==> src/include/telemetry_regs.svh <==
// telemetry readback constants: register offsets, field positions, timing
// assumes a 100 MHz system clock; included by every file that uses one
`ifndef TELEMETRY_REGS_SVH
`define TELEMETRY_REGS_SVH

// ----------------------------------------------------------------------
// bus addressing
// ----------------------------------------------------------------------
`define TLM_SLAVE_ADDR      7'h18
`define TLM_READ_PTR_CMD    8'h80
`define TLM_PTR_RESET       8'h02
`define TLM_PTR_STEP        8'h02

// ----------------------------------------------------------------------
// register offsets
// ----------------------------------------------------------------------
`define TLM_OFS_SETPOINT    8'h02
`define TLM_OFS_CUR_INST    8'h10
`define TLM_OFS_VOLT_INST   8'h12
`define TLM_OFS_CUR_AVG     8'h18
`define TLM_OFS_VOLT_AVG    8'h1a

// ----------------------------------------------------------------------
// field layout and encoding
// ----------------------------------------------------------------------
`define TLM_VOLT_W          12
`define TLM_CUR_W           8
`define TLM_CUR_PARITY_BIT  15
`define TLM_CUR_FULL_SCALE  8'd192
`define TLM_VQ_FINE_LIMIT   12'd720
`define TLM_VQ_MID_LIMIT    12'd1000
`define TLM_VQ_FINE_STEP    12'd2
`define TLM_VQ_MID_STEP     12'd5
`define TLM_VQ_COARSE_STEP  12'd10
`define TLM_AVG_DEPTH       16
`define TLM_AVG_SHIFT       4

// ----------------------------------------------------------------------
// timing
// ----------------------------------------------------------------------
`define TLM_MEAS_PERIOD_US  100
`define TLM_CLK_MHZ         100
`define TLM_MEAS_CYCLES     (`TLM_MEAS_PERIOD_US * `TLM_CLK_MHZ)
`define TLM_TIMER_W         14

`endif

==> src/include/telemetry_pkg.sv <==
// telemetry readback types: bus state machine and the packed module state
// assumes telemetry_regs.svh is on the include path
`include "telemetry_regs.svh"

package telemetry_pkg;

   // ----------------------------------------------------------------------
   // bus slave states
   // ----------------------------------------------------------------------
   typedef enum logic [2:0] {
      ST_IDLE  = 3'b000,
      ST_ADDR  = 3'b001,
      ST_ACK   = 3'b010,
      ST_WRITE = 3'b011,
      ST_READ  = 3'b100,
      ST_RACK  = 3'b101
   } state_t;

   typedef logic [`TLM_VOLT_W-1:0] volt_t;
   typedef logic [`TLM_CUR_W-1:0]  cur_t;

   // ----------------------------------------------------------------------
   // whole state of the readback block
   // ----------------------------------------------------------------------
   typedef struct packed {
      logic                              scl_s1;
      logic                              scl_s2;
      logic                              scl_d;
      logic                              sda_s1;
      logic                              sda_s2;
      logic                              sda_d;
      logic                              sup_s1;
      logic                              sup_s2;
      state_t                            st;
      logic [3:0]                        cnt;
      logic                              rw;
      logic                              cmd_ok;
      logic                              byte_idx;
      logic                              byte_hi;
      logic                              acked;
      logic                              drive;
      logic [7:0]                        rx;
      logic [7:0]                        tx;
      logic [7:0]                        ptr;
      logic [15:0]                       word;
      logic [`TLM_TIMER_W-1:0]           timer;
      logic                              tick;
      volt_t                             vi;
      cur_t                              ci;
      volt_t                             va;
      cur_t                              ca;
      logic [15:0]                       sum_v;
      logic [11:0]                       sum_i;
      logic [3:0]                        idx;
      logic [`TLM_AVG_DEPTH-1:0][11:0]   hv;
      logic [`TLM_AVG_DEPTH-1:0][7:0]    hc;
   } tlm_state_t;

endpackage

==> src/rtl/output_telemetry_readback.sv <==
// output voltage and current telemetry with a two-wire readback slave
// assumes samples and switch state come from logic on CLK_SYS; the bus
// pins and the supply comparator are asynchronous and are synchronised
//
// Contract
// - instant voltage readable at 0x12
// - voltage is a 12-bit field
// - steps 20/50/100 mV by voltage range
// - low byte sent first, then high
// - one count equals 10 mV
// - instant relative current readable at 0x10
// - count 192 means full threshold
// - odd parity bit in current high byte; code sets even parity (bit 15 is the XOR of the count)
// - 16-sample rolling averages, current and voltage
// - averages cleared while output switch open
// - averages share instant encoding
// - all measurements refresh every 100 us
// - silent on bus while supply low
// - setpoint readable at 0x02, same order
`timescale 1ns/100ps
// constants are pulled in here too, so this file stands in its own unit
`include "telemetry_regs.svh"

module output_telemetry_readback
   import telemetry_pkg::*;
#(
   parameter int MEAS_CYCLES = `TLM_MEAS_CYCLES
) (
   // clock and reset
   input  wire logic                 CLK_SYS,
   input  wire logic                 RESET,
   // measurement front end
   input  wire telemetry_pkg::volt_t VOLT_SAMPLE,
   input  wire telemetry_pkg::cur_t  CURRENT_SAMPLE,
   input  wire logic [15:0]          SETPOINT,
   input  wire logic                 SWITCH_CLOSED,
   // supply monitor, asynchronous
   input  wire logic                 SUPPLY_OK,
   // two-wire bus pins
   input  wire logic                 SCL_IN,
   input  wire logic                 SDA_IN,
   output logic                      SDA_OUT,
   output logic                      SDA_OE
);
   import telemetry_pkg::*;

   // ----------------------------------------------------------------------
   // state and decoded bus events
   // ----------------------------------------------------------------------
   tlm_state_t s;      // registered state
   tlm_state_t n;      // next state
   logic       rise;   // scl rising
   logic       fall;   // scl falling
   logic       start;  // start condition
   logic       stop;   // stop condition

   localparam logic [`TLM_TIMER_W-1:0] TIMER_LAST =
      `TLM_TIMER_W'(MEAS_CYCLES - 1);

   // round a 10 mV count down to the step of its range
   function automatic volt_t vquant(input volt_t v);
      volt_t r;
      r = v;
      if (v < `TLM_VQ_FINE_LIMIT) begin
         r = v - (v % `TLM_VQ_FINE_STEP);
      end else if (v < `TLM_VQ_MID_LIMIT) begin
         r = v - (v % `TLM_VQ_MID_STEP);
      end else begin
         r = v - (v % `TLM_VQ_COARSE_STEP);
      end
      return r;
   endfunction

   // current word: count in low byte, parity flag on top of high byte
   function automatic logic [15:0] cur_word(input cur_t c);
      logic [15:0] w;
      w = {8'h00, c};
      w[`TLM_CUR_PARITY_BIT] = ^c;
      return w;
   endfunction

   // register map; unmapped offsets read zero
   function automatic logic [15:0] word_at(input logic [7:0] a,
                                           input tlm_state_t t);
      logic [15:0] w;
      w = 16'h0000;
      case (a)
         `TLM_OFS_SETPOINT:  w = SETPOINT;
         `TLM_OFS_CUR_INST:  w = cur_word(t.ci);
         `TLM_OFS_VOLT_INST: w = {4'h0, t.vi};
         `TLM_OFS_CUR_AVG:   w = cur_word(t.ca);
         `TLM_OFS_VOLT_AVG:  w = {4'h0, t.va};
         default:            w = 16'h0000;
      endcase
      return w;
   endfunction

   // ----------------------------------------------------------------------
   // bus edge decode, only from second synchroniser stage onward
   // ----------------------------------------------------------------------
   always_comb begin
      rise  = s.scl_s2 & ~s.scl_d;
      fall  = ~s.scl_s2 & s.scl_d;
      start = s.scl_s2 & s.scl_d & s.sda_d & ~s.sda_s2;
      stop  = s.scl_s2 & s.scl_d & ~s.sda_d & s.sda_s2;
   end

   // ----------------------------------------------------------------------
   // next state
   // ----------------------------------------------------------------------
   always_comb begin
      n = s;
      // synchronisers: first stage feeds only the second
      n.scl_s1 = SCL_IN;
      n.scl_s2 = s.scl_s1;
      n.scl_d  = s.scl_s2;
      n.sda_s1 = SDA_IN;
      n.sda_s2 = s.sda_s1;
      n.sda_d  = s.sda_s2;
      n.sup_s1 = SUPPLY_OK;
      n.sup_s2 = s.sup_s1;

      // measurement interval timer, free running
      n.tick = 1'b0;
      if (s.timer == TIMER_LAST) begin
         n.timer = '0;
         n.tick  = 1'b1;
      end else begin
         n.timer = s.timer + 1'b1;
      end

      // refresh instants and rolling sums once per interval
      if (s.tick) begin
         n.vi         = vquant(VOLT_SAMPLE);
         n.ci         = CURRENT_SAMPLE;
         // sum stays exact: add newest, drop the one sixteen back
         n.sum_v      = s.sum_v + {4'h0, VOLT_SAMPLE}
                        - {4'h0, s.hv[s.idx]};
         n.sum_i      = s.sum_i + {4'h0, CURRENT_SAMPLE}
                        - {4'h0, s.hc[s.idx]};
         n.hv[s.idx]  = VOLT_SAMPLE;
         n.hc[s.idx]  = CURRENT_SAMPLE;
         n.idx        = s.idx + 1'b1;
         // unfilled slots count as zero, so averages ramp up
         n.va = vquant(n.sum_v[15:`TLM_AVG_SHIFT]);
         n.ca = n.sum_i[11:`TLM_AVG_SHIFT];
      end

      // open switch wipes the history; restarts from fresh samples
      if (!SWITCH_CLOSED) begin
         n.sum_v = '0;
         n.sum_i = '0;
         n.hv    = '0;
         n.hc    = '0;
         n.idx   = '0;
         n.va    = '0;
         n.ca    = '0;
      end

      // bus slave
      if (!s.sup_s2) begin
         // low supply: drop any transfer and release the line
         n.st    = ST_IDLE;
         n.drive = 1'b0;
      end else if (start) begin
         n.st    = ST_ADDR;
         n.cnt   = 4'h0;
         n.drive = 1'b0;
      end else if (stop) begin
         n.st    = ST_IDLE;
         n.drive = 1'b0;
      end else begin
         case (s.st)
            ST_IDLE: begin
               n.drive = 1'b0;
            end
            ST_ADDR: begin
               if (rise) begin
                  n.rx  = {s.rx[6:0], s.sda_s2};
                  n.cnt = s.cnt + 1'b1;
               end else if (fall && s.cnt == 4'h8) begin
                  if (s.rx[7:1] == `TLM_SLAVE_ADDR) begin
                     n.st       = ST_ACK;
                     n.drive    = 1'b1;
                     n.rw       = s.rx[0];
                     n.byte_idx = 1'b0;
                     n.byte_hi  = 1'b0;
                     // freeze both bytes before the first goes out
                     n.word     = word_at(s.ptr, s);
                  end else begin
                     n.st = ST_IDLE;
                  end
               end
            end
            ST_ACK: begin
               if (fall) begin
                  n.cnt = 4'h0;
                  if (s.rw) begin
                     n.st    = ST_READ;
                     n.tx    = {s.word[6:0], 1'b0};
                     n.drive = ~s.word[7];
                  end else begin
                     n.st    = ST_WRITE;
                     n.drive = 1'b0;
                  end
               end
            end
            ST_WRITE: begin
               if (rise) begin
                  n.rx  = {s.rx[6:0], s.sda_s2};
                  n.cnt = s.cnt + 1'b1;
               end else if (fall && s.cnt == 4'h8) begin
                  n.st       = ST_ACK;
                  n.drive    = 1'b1;
                  n.byte_idx = 1'b1;
                  // first byte is the command, second the pointer
                  if (!s.byte_idx) begin
                     n.cmd_ok = (s.rx == `TLM_READ_PTR_CMD);
                  end else if (s.cmd_ok) begin
                     n.ptr    = s.rx;
                     n.cmd_ok = 1'b0;
                  end
               end
            end
            ST_READ: begin
               if (rise) begin
                  n.cnt = s.cnt + 1'b1;
               end else if (fall) begin
                  if (s.cnt == 4'h8) begin
                     n.st    = ST_RACK;
                     n.drive = 1'b0;
                  end else begin
                     n.drive = ~s.tx[7];
                     n.tx    = {s.tx[6:0], 1'b0};
                  end
               end
            end
            ST_RACK: begin
               if (rise) begin
                  n.acked = ~s.sda_s2;
               end else if (fall) begin
                  if (!s.acked) begin
                     // master nack ends the read
                     n.st = ST_IDLE;
                  end else begin
                     n.st  = ST_READ;
                     n.cnt = 4'h0;
                     if (!s.byte_hi) begin
                        n.byte_hi = 1'b1;
                        n.tx      = {s.word[14:8], 1'b0};
                        n.drive   = ~s.word[15];
                     end else begin
                        // next word in the polling sequence
                        n.byte_hi = 1'b0;
                        n.ptr     = s.ptr + `TLM_PTR_STEP;
                        n.word    = word_at(n.ptr, s);
                        n.tx      = {n.word[6:0], 1'b0};
                        n.drive   = ~n.word[7];
                     end
                  end
               end
            end
            default: begin
               n.st    = ST_IDLE;
               n.drive = 1'b0;
            end
         endcase
      end
   end

   // ----------------------------------------------------------------------
   // state register
   // ----------------------------------------------------------------------
   always_ff @(posedge CLK_SYS) begin
      if (RESET) begin
         s     <= '0;
         s.ptr <= `TLM_PTR_RESET;
         // bus synchronisers start at the idle line level, so the first
         // edges after reset never decode a clock edge that did not happen
         s.scl_s1 <= 1'b1;
         s.scl_s2 <= 1'b1;
         s.scl_d  <= 1'b1;
         s.sda_s1 <= 1'b1;
         s.sda_s2 <= 1'b1;
         s.sda_d  <= 1'b1;
      end else begin
         s <= n;
      end
   end

   // open-drain data pin: only ever pulls low
   assign SDA_OUT = 1'b0;
   assign SDA_OE  = s.drive;

   // ----------------------------------------------------------------------
   // checks
   // ----------------------------------------------------------------------
   AST_VOLT_REFRESH: assert property (@(posedge CLK_SYS)
      disable iff (RESET)
      s.tick |=> s.vi == vquant($past(VOLT_SAMPLE)))
      else $error("voltage instant not refreshed on tick");

   // the latched voltage word must carry nothing above the 12-bit count
   AST_VOLT_WIDTH: assert property (@(posedge CLK_SYS)
      disable iff (RESET)
      (s.st == ST_READ && s.ptr == `TLM_OFS_VOLT_INST)
      |-> s.word[15:12] == 4'h0)
      else $error("voltage word carries bits above the count");

   AST_VOLT_STEP: assert property (@(posedge CLK_SYS)
      disable iff (RESET)
      (s.vi >= `TLM_VQ_MID_LIMIT)
      |-> (s.vi % `TLM_VQ_COARSE_STEP) == 12'h000)
      else $error("coarse voltage step broken");

   AST_CUR_PARITY: assert property (@(posedge CLK_SYS)
      disable iff (RESET)
      s.tick |=> cur_word(s.ci) == {^$past(CURRENT_SAMPLE), 7'h00,
                                    $past(CURRENT_SAMPLE)})
      else $error("current word parity or count wrong");

   AST_AVG_CLEAR: assert property (@(posedge CLK_SYS)
      disable iff (RESET)
      !SWITCH_CLOSED |=> s.va == '0 && s.ca == '0 && s.sum_v == '0)
      else $error("averages not cleared with switch open");

   AST_AVG_FIRST: assert property (@(posedge CLK_SYS)
      disable iff (RESET)
      (s.tick && SWITCH_CLOSED && s.sum_i == '0 && s.hc[s.idx] == '0)
      |=> s.ca == 8'($past(CURRENT_SAMPLE) >> `TLM_AVG_SHIFT))
      else $error("current average not sum over sixteen");

   AST_SUPPLY_SILENT: assert property (@(posedge CLK_SYS)
      disable iff (RESET)
      !SUPPLY_OK [*3] |=> !SDA_OE && s.st == ST_IDLE)
      else $error("slave active with supply low");

   AST_WORD_LATCH: assert property (@(posedge CLK_SYS)
      disable iff (RESET)
      (s.st == ST_READ) |=> $stable(s.word))
      else $error("word changed during a byte");

   AST_HIGH_AFTER_LOW: assert property (@(posedge CLK_SYS)
      disable iff (RESET)
      (s.sup_s2 && !start && !stop && s.st == ST_RACK && fall && s.acked
       && !s.byte_hi) |=> s.byte_hi && SDA_OE == ~s.word[15])
      else $error("high byte not sent after low byte");

   AST_ZERO_AFTER_RESET: assert property (@(posedge CLK_SYS)
      $fell(RESET) |-> s.vi == '0 && s.ci == '0 && s.va == '0
                       && s.ca == '0)
      else $error("measurements not zero after reset");

endmodule // output_telemetry_readback

==> config.mk <==
export PLATFORM = sky130hd
export DESIGN_NAME = output_telemetry_readback
export DESIGN_NICKNAME = d
export VERILOG_FILES = /design/src/include/telemetry_pkg.sv /design/src/rtl/output_telemetry_readback.sv
export VERILOG_INCLUDE_DIRS = /design/src /design/src/include
export SDC_FILE = /design/constraint.sdc
export NUM_CORES = 1
export LEC_CHECK = 0
export BUFFER_PORTS_ARGS = -buffer_cell sky130_fd_sc_hd__buf_4
export CAP_MARGIN = 30
export CORE_UTILIZATION = 64
export DETAILED_ROUTE_END_ITERATION = 7
export PLACE_DENSITY = 0.81
export SETUP_SLACK_MARGIN = 0.05
export SLEW_MARGIN = 20
export SYNTH_ARGS = -nofsm -noshare
export SYNTH_HDL_FRONTEND = slang
export SYNTH_SLANG_ARGS = --single-unit
==> constraint.sdc <==
create_clock -name CLK_SYS -period 37.4 [get_ports CLK_SYS]
set_input_delay 5.61 -clock CLK_SYS [delete_from_list [all_inputs] [get_ports CLK_SYS]]
set_output_delay 5.61 -clock CLK_SYS [all_outputs]
set_load 0.03 [all_outputs]
==> flow_summary.ini, run 1 <==
[worst_setup_path]
worst_setup_path_end_kind = flop
critPathLaunchType = primary input
crit_required_ns = 37.85
cpMostUsedCell = o21a_1
cp_max_fo = 25
slowest_stage = fa_1
worstSetupPathType = primary input to flop
crit_arrival_ns = 31.18
cpPeakStageDelay_ns = 0.61

[sta]
finalCriticalPeriod_ns = 30.73
finalHoldViolations = 0
worstMarginPinSlew_ns = 1.16
timing.fmax_mhz = 32.5
setup_violations = 0
tns_ns = 0
relSlewSlack_pct = 23.0
finalHoldWorstSlack_ns = 0.412
maxSlewViolCount = 0
grt_setup_unrepaired = false
fin_skew_ns = 0.0453
period_share_pct = 82.2

[status]
violations = design-rule violations
status = finished with violations

[grt]
grt-ovfl-total = 0
grt_pass1_wl_um = 137000
grt_max_degree = 256
grt_usage_pct = 38.1
grt_antenna_before_repair = 0
grt_pass1_vias = 26100

[clocking]
ctsLongestPathBuffers = 3
clk-insertion-delay-late_ns = 0.61
cts_resized = 0
cts_max_level = 2
clk_pin_slew_ns = 0.06
hold_buffers = 0
cts_tree = done
postCtsSetupBuffers = 0
cts_sinks = 459
cts_buffers = 47
ctsRootBufferMaster = clkbuf_16

[floorplan]
die_y_um = 213
dieWidth_um = 213
initial_core_util_pct = 64.8
fp.coreArea_sq_um = 44100
die_area_sq_um = 45500
ioPinCount = 44
fp-row-count = 77

[synthesis]
syn_inst = 3561
yosys_warnings = 0
synth_top_area_cell = dfxtp_1
syn_avg_cell_area_sq_um = 8.03
synth_nets = 3767
ys_seq_area_share_pct = 32.1
synth_ff_type = dfxtp_1
synth_seq_cells = 459
synth_top_area_share_pct = 32.1
synth_edf_count = 0
ys_top_cells_by_count = nand2_1, dfxtp_1, a21oi_1, nor2_1, clkbuf_1
synth_most_common_cell = nand2_1
synth_area_leaders = dfxtp_1, nand2_1, a21oi_1, mux4_2, ha_1
synth.distinct_cells = 95
synth_area_sq_um = 28600
async_flop_share_pct = 0

[route]
viasPerCell = 6.55
drc = 9
num_vias = 26800
wl_per_cell_um = 21.1
wirelength_um = 86600
drt_iter0_drc = 3282
dr.pass1.iters = 8
final_antenna_net_count = 0

[finish]
layout-drive-gt1-share_pct = 10.4
final_cell_area_sq_um = 31200
synthToLayoutAreaGrowth_pct = 8.97
nNetsFinal = 3677
antennaDiodeCount = 0

[placed_design]
place.gp.congestion = 0.938
placed_cell_area_sq_um = 29500
portBuffers = 42
dp_hpwl_um = 58400

[flow_run]
cap_viol_max_count = 0

[worst_hold_path]
hold_path_class = flop to flop
==> worst paths after layout <==
kind                  start  endpoint  slack, ns  cells after the start
max          VOLT_SAMPLE[1]    s[371]       6.67                    112
min                  n[466]    n[465]       0.41                      1
max reg2reg          s[320]    s[371]       9.17                    113
min reg2reg          n[466]    n[465]       0.41                      1
==> critical path, delay by kind of cell <==
family	cells	cell delay [ns]
simple gates	33	6.96
fa+ha+maj	13	4.39
buf+inv	7	1.17
compound gates	52	11.01
xor+xnor	2	0.58
mux	5	1.45
==> sequential cells by signal (all words and copies together) (netlist names) <==
register  cells
s           453
SDA_OE        1
n             5
==> cell families (layout without fill, tap and decap cells) <==
family                   count (synthesis)  in the layout  share of synthesized area (%)
AO/OA/AOI/OAI                          870            870                           18.9
XOR/XNOR                               116            116                           3.55
adder cells (fa/ha/maj)                164            164                           7.80
buffers and inverters                  383            328                           5.15
flip-flops                             459            459                           32.1
multiplexers                           203            203                           11.7
other                                    1              1                         0.0131
AND/OR/NAND/NOR                       1365           1365                           20.8
==> metrics by stage <==
stage	setup WS, ns	instances	utilization (%)
after global routing	4.55	4098	70.7
after floorplan	8.65	3561	-
after CTS	6.95	4092	70.5
after detailed placement	6.37	4008	66.9
after global placement	7.37	3984	65.8
final	6.67	4098	70.7
==> layer usage <==
metal	vias to the layer above	part of all wire, %	global-route usage, %	routed length (um)
met4	0	5.6	21.6	4880
met2	1381	47	62.6	40300
met5	-	0	0	0
met3	391	9.5	7.92	8210
met1	12800	38	46.5	33200
li1	12300	-	-	-
==> final cells by class <==
cell class,count,area (sq um)
clock inverter,16,215
fill,3450,12900
clock buffer,68,1390
timing repair buffer,105,1120
inverter,139,522
sequential,459,9200
tap,592,741
multi-input combinational,2719,18000
==> cells in the final DEF, fill, tap and decap left out, types with 12 or more instances in the layout <==
master     Yosys  routed
nand2_1      785     785
dfxtp_1      459     455
a21oi_1      451     451
nor2_1       249     249
ha_1         140     140
inv_1        139     139
mux4_2       100     100
o21ai_0       88      88
nor3_1        82      82
mux2i_1       81      81
buf_4          2      75
xnor2_1       63      63
a21o_1        53      53
xor2_1        53      53
o21a_1        48      48
clkbuf_16      0      48
nand3_1       36      36
nand2b_1      29      28
and2_1        29      28
a211oi_1      27      27
a222oi_1      24      24
fa_1          24      24
a22oi_1       23      23
or2_2         21      21
nor2b_1       19      19
and3_1        19      19
mux2_2        17      17
o211ai_1      16      16
nand4_1       15      15
or3_1         14      14
buf_8          0      14
a31oi_1       13      13
o21bai_1      13      13
nor4_1        16      12
Power of run 1 is left out: the tool's default activity adds up to more than one toggle a clock period on the data nets, which glitch-free logic cannot reach.
==> run 2, diff against run 1 <==
--- a/config.mk
+++ b/config.mk
@@ -6,6 +6,7 @@
 export SDC_FILE = /design/constraint.sdc
 export NUM_CORES = 1
 export LEC_CHECK = 0
+export ABC_AREA = 1
 export BUFFER_PORTS_ARGS = -buffer_cell sky130_fd_sc_hd__buf_4
 export CAP_MARGIN = 30
 export CORE_UTILIZATION = 64
==> constraint.sdc (replaced) <==
create_clock -name CLK_SYS -period 29 [get_ports CLK_SYS]
set_input_delay 4.35 -clock CLK_SYS [delete_from_list [all_inputs] [get_ports CLK_SYS]]
set_output_delay 4.35 -clock CLK_SYS [all_outputs]
set_load 0.03 [all_outputs]
==> run 2 against run 1 <==
  * The run now ends clean
  * Critical path depth up 18
  * Design area is 2.4% lower
  * Critical path type unchanged
  * Synthesized cell count grew 15%
  * Area after synthesis down 1.5%
  * Clock skew decreased by 0.016 ns
  * Wire length shrank 11%
  * Cell count rose by 12%
  * Die area down 1.5%
  * Sequential share of layout area is 0.70 points higher
==> flow_summary.ini, run 2 <==
[status]
status = finished, final reports clean

[grt]
grt-ovfl-total = 0
grt_max_degree = 142
grt_antenna_before_repair = 0
grt_pass1_vias = 24700
grt_usage_pct = 34.0
grt_pass1_wl_um = 125000

[clocking]
cts_buffers = 47
cts_resized = 0
ctsRootBufferMaster = clkbuf_16
postCtsSetupBuffers = 0
clk_pin_slew_ns = 0.06
clk-insertion-delay-late_ns = 0.60
hold_buffers = 0
cts_tree = done
ctsLongestPathBuffers = 3
cts_sinks = 459
cts_max_level = 2

[synthesis]
synth_most_common_cell = o21ai_0
async_flop_share_pct = 0
yosys_warnings = 0
synth_seq_cells = 459
ys_seq_area_share_pct = 32.6
synth_edf_count = 0
synth_top_area_cell = dfxtp_1
synth_ff_type = dfxtp_1
syn_avg_cell_area_sq_um = 6.90
synth_top_area_share_pct = 32.6
synth_area_sq_um = 28200
synth_area_leaders = dfxtp_1, o21ai_0, a21oi_1, nand2_1, ha_1
ys_top_cells_by_count = o21ai_0, nand2_1, a21oi_1, dfxtp_1, inv_1
syn_inst = 4083
synth.distinct_cells = 63
synth_nets = 4289

[floorplan]
dieWidth_um = 212
fp.coreArea_sq_um = 43300
ioPinCount = 44
die_y_um = 212
initial_core_util_pct = 65.1
die_area_sq_um = 44900
fp-row-count = 76

[finish]
nNetsFinal = 4189
largest_reg_flops = 453
synthToLayoutAreaGrowth_pct = 8.01
multi_input_area_sq_um = 16300
layout_commonest_cell = o21ai_0
seq_area_sq_um = 9190
top_register = s
antennaDiodeCount = 0
most-common-layout-cells = o21ai_0, nand2_1, a21oi_1, dfxtp_1, inv_1
layout-drive-gt1-share_pct = 8.33
nFillCells = 3718

[worst_setup_path]
rr_startpoint = s[321]
crit_required_ns = 29.46
worstRegToRegCells = 134
cpPeakStageDelay_ns = 0.75
crit_start = VOLT_SAMPLE[9]
critPathLaunchType = primary input
cp_max_fo = 21
cpMostUsedCell = inv_1
crit_arrival_ns = 25.36
reg2reg_slack_ns = 6.49
slowest_stage = fa_1
worstSetupPathType = primary input to flop
rr_endpoint = s[370]
worst_setup_path_end_kind = flop

[sta]
relSlewSlack_pct = 35.5
period_share_pct = 85.9
grt_setup_unrepaired = false
worstMarginPinSlew_ns = 0.966
fin_skew_ns = 0.0292
tns_ns = 0
maxSlewViolCount = 0
timing.fmax_mhz = 40.2
setup_violations = 0
finalHoldViolations = 0
finalCriticalPeriod_ns = 24.90

[route]
dr.pass1.iters = 6
wirelength_um = 76600
wl_per_cell_um = 16.6
drc = 0
viasPerCell = 5.92
drt_iter0_drc = 2965
final_antenna_net_count = 0
num_vias = 27300

[worst_hold_path]
whs_path_depth = 2
worst_hold_startpoint = n[460]
min_to = s[460]
hold_path_class = flop to flop

[placed_design]
portBuffers = 42
place.gp.congestion = 0.994
dp_hpwl_um = 50200

[flow_run]
cap_viol_max_count = 0
## run 2: cell types whose count changed after synthesis, moves of 63 or more
cell     change
nand2_1    -276
mux2i_1     -81
nor2_1     +143
o22ai_1     +98
o21ai_0    +566
inv_1      +304
nand3_1     +63
mux4_2     -100
## run 2: worst max-delay path: cells and delay by family
family	cells	cell delay, ns
AOI/OAI and AO/OA	39	6.77
and+or+nand+nor	48	6.37
xor gates and xnor gates	1	0.07
adders and majority gates	14	5.07
buffers and inverters	28	2.71
## run 2: how the worst max path moves through the flow
stage                     endpoint  slack (ns)  cells past startpoint
after floorplan             s[370]        6.23                    130
after global placement      s[370]        4.48                    129
after detailed placement    s[370]        3.71                    130
after CTS                   s[370]        4.28                    130
after global routing        s[370]        1.66                    130
final                       s[370]        4.10                    130
## run 2: logic make-up after synthesis
kind of cell             synth area share (%)
XOR/XNOR                                 3.39
AND/OR/NAND/NOR                          19.8
flip-flops                               32.6
buffers and inverters                    9.59
adder cells (fa/ha/maj)                  7.92
other                                  0.0133
AO/OA/AOI/OAI                            26.7
## run 2: per-layer routing
| metal | GRT usage, % | routed length [um] | vias up |
|---|---|---|---|
| li1 | - | - | 13500 |
| met3 | 4.33 | 6140 | 171 |
| met4 | 12.9 | 2480 | 0 |
| met1 | 46.2 | 33300 | 12400 |
| met2 | 55.0 | 34700 | 1107 |
| met5 | 0 | 0 | - |
## run 2: layout make-up
cell class | instances | share of cell area, %
Multi-Input combinational cell | 2910 | 53.7
Sequential cell | 459 | 30.2
Inverter | 482 | 5.99
Clock buffer | 74 | 4.73
Tap cell | 585 | 2.41
Timing Repair Buffer | 83 | 2.15
Clock inverter | 14 | 0.806
## run 2: metrics by stage
stage / hold slack [ns] / instances / util [%] / setup slack (ns) / area [sq um]
6_report: 0.410 / 4607 / 70.3 / 4.10 / 30400
5_1_grt: 0.447 / 4607 / 70.3 / 1.66 / 30400
4_1_cts: 0.417 / 4606 / 70.3 / 4.28 / 30400
3_5_place_dp: 0.408 / 4518 / 66.4 / 3.71 / 28700
3_3_place_gp: 0.390 / 4517 / 66.3 / 4.48 / 28700
2_1_floorplan: 0.388 / 4083 / - / 6.23 / 28200
Power of run 2 is left out for the same reason.
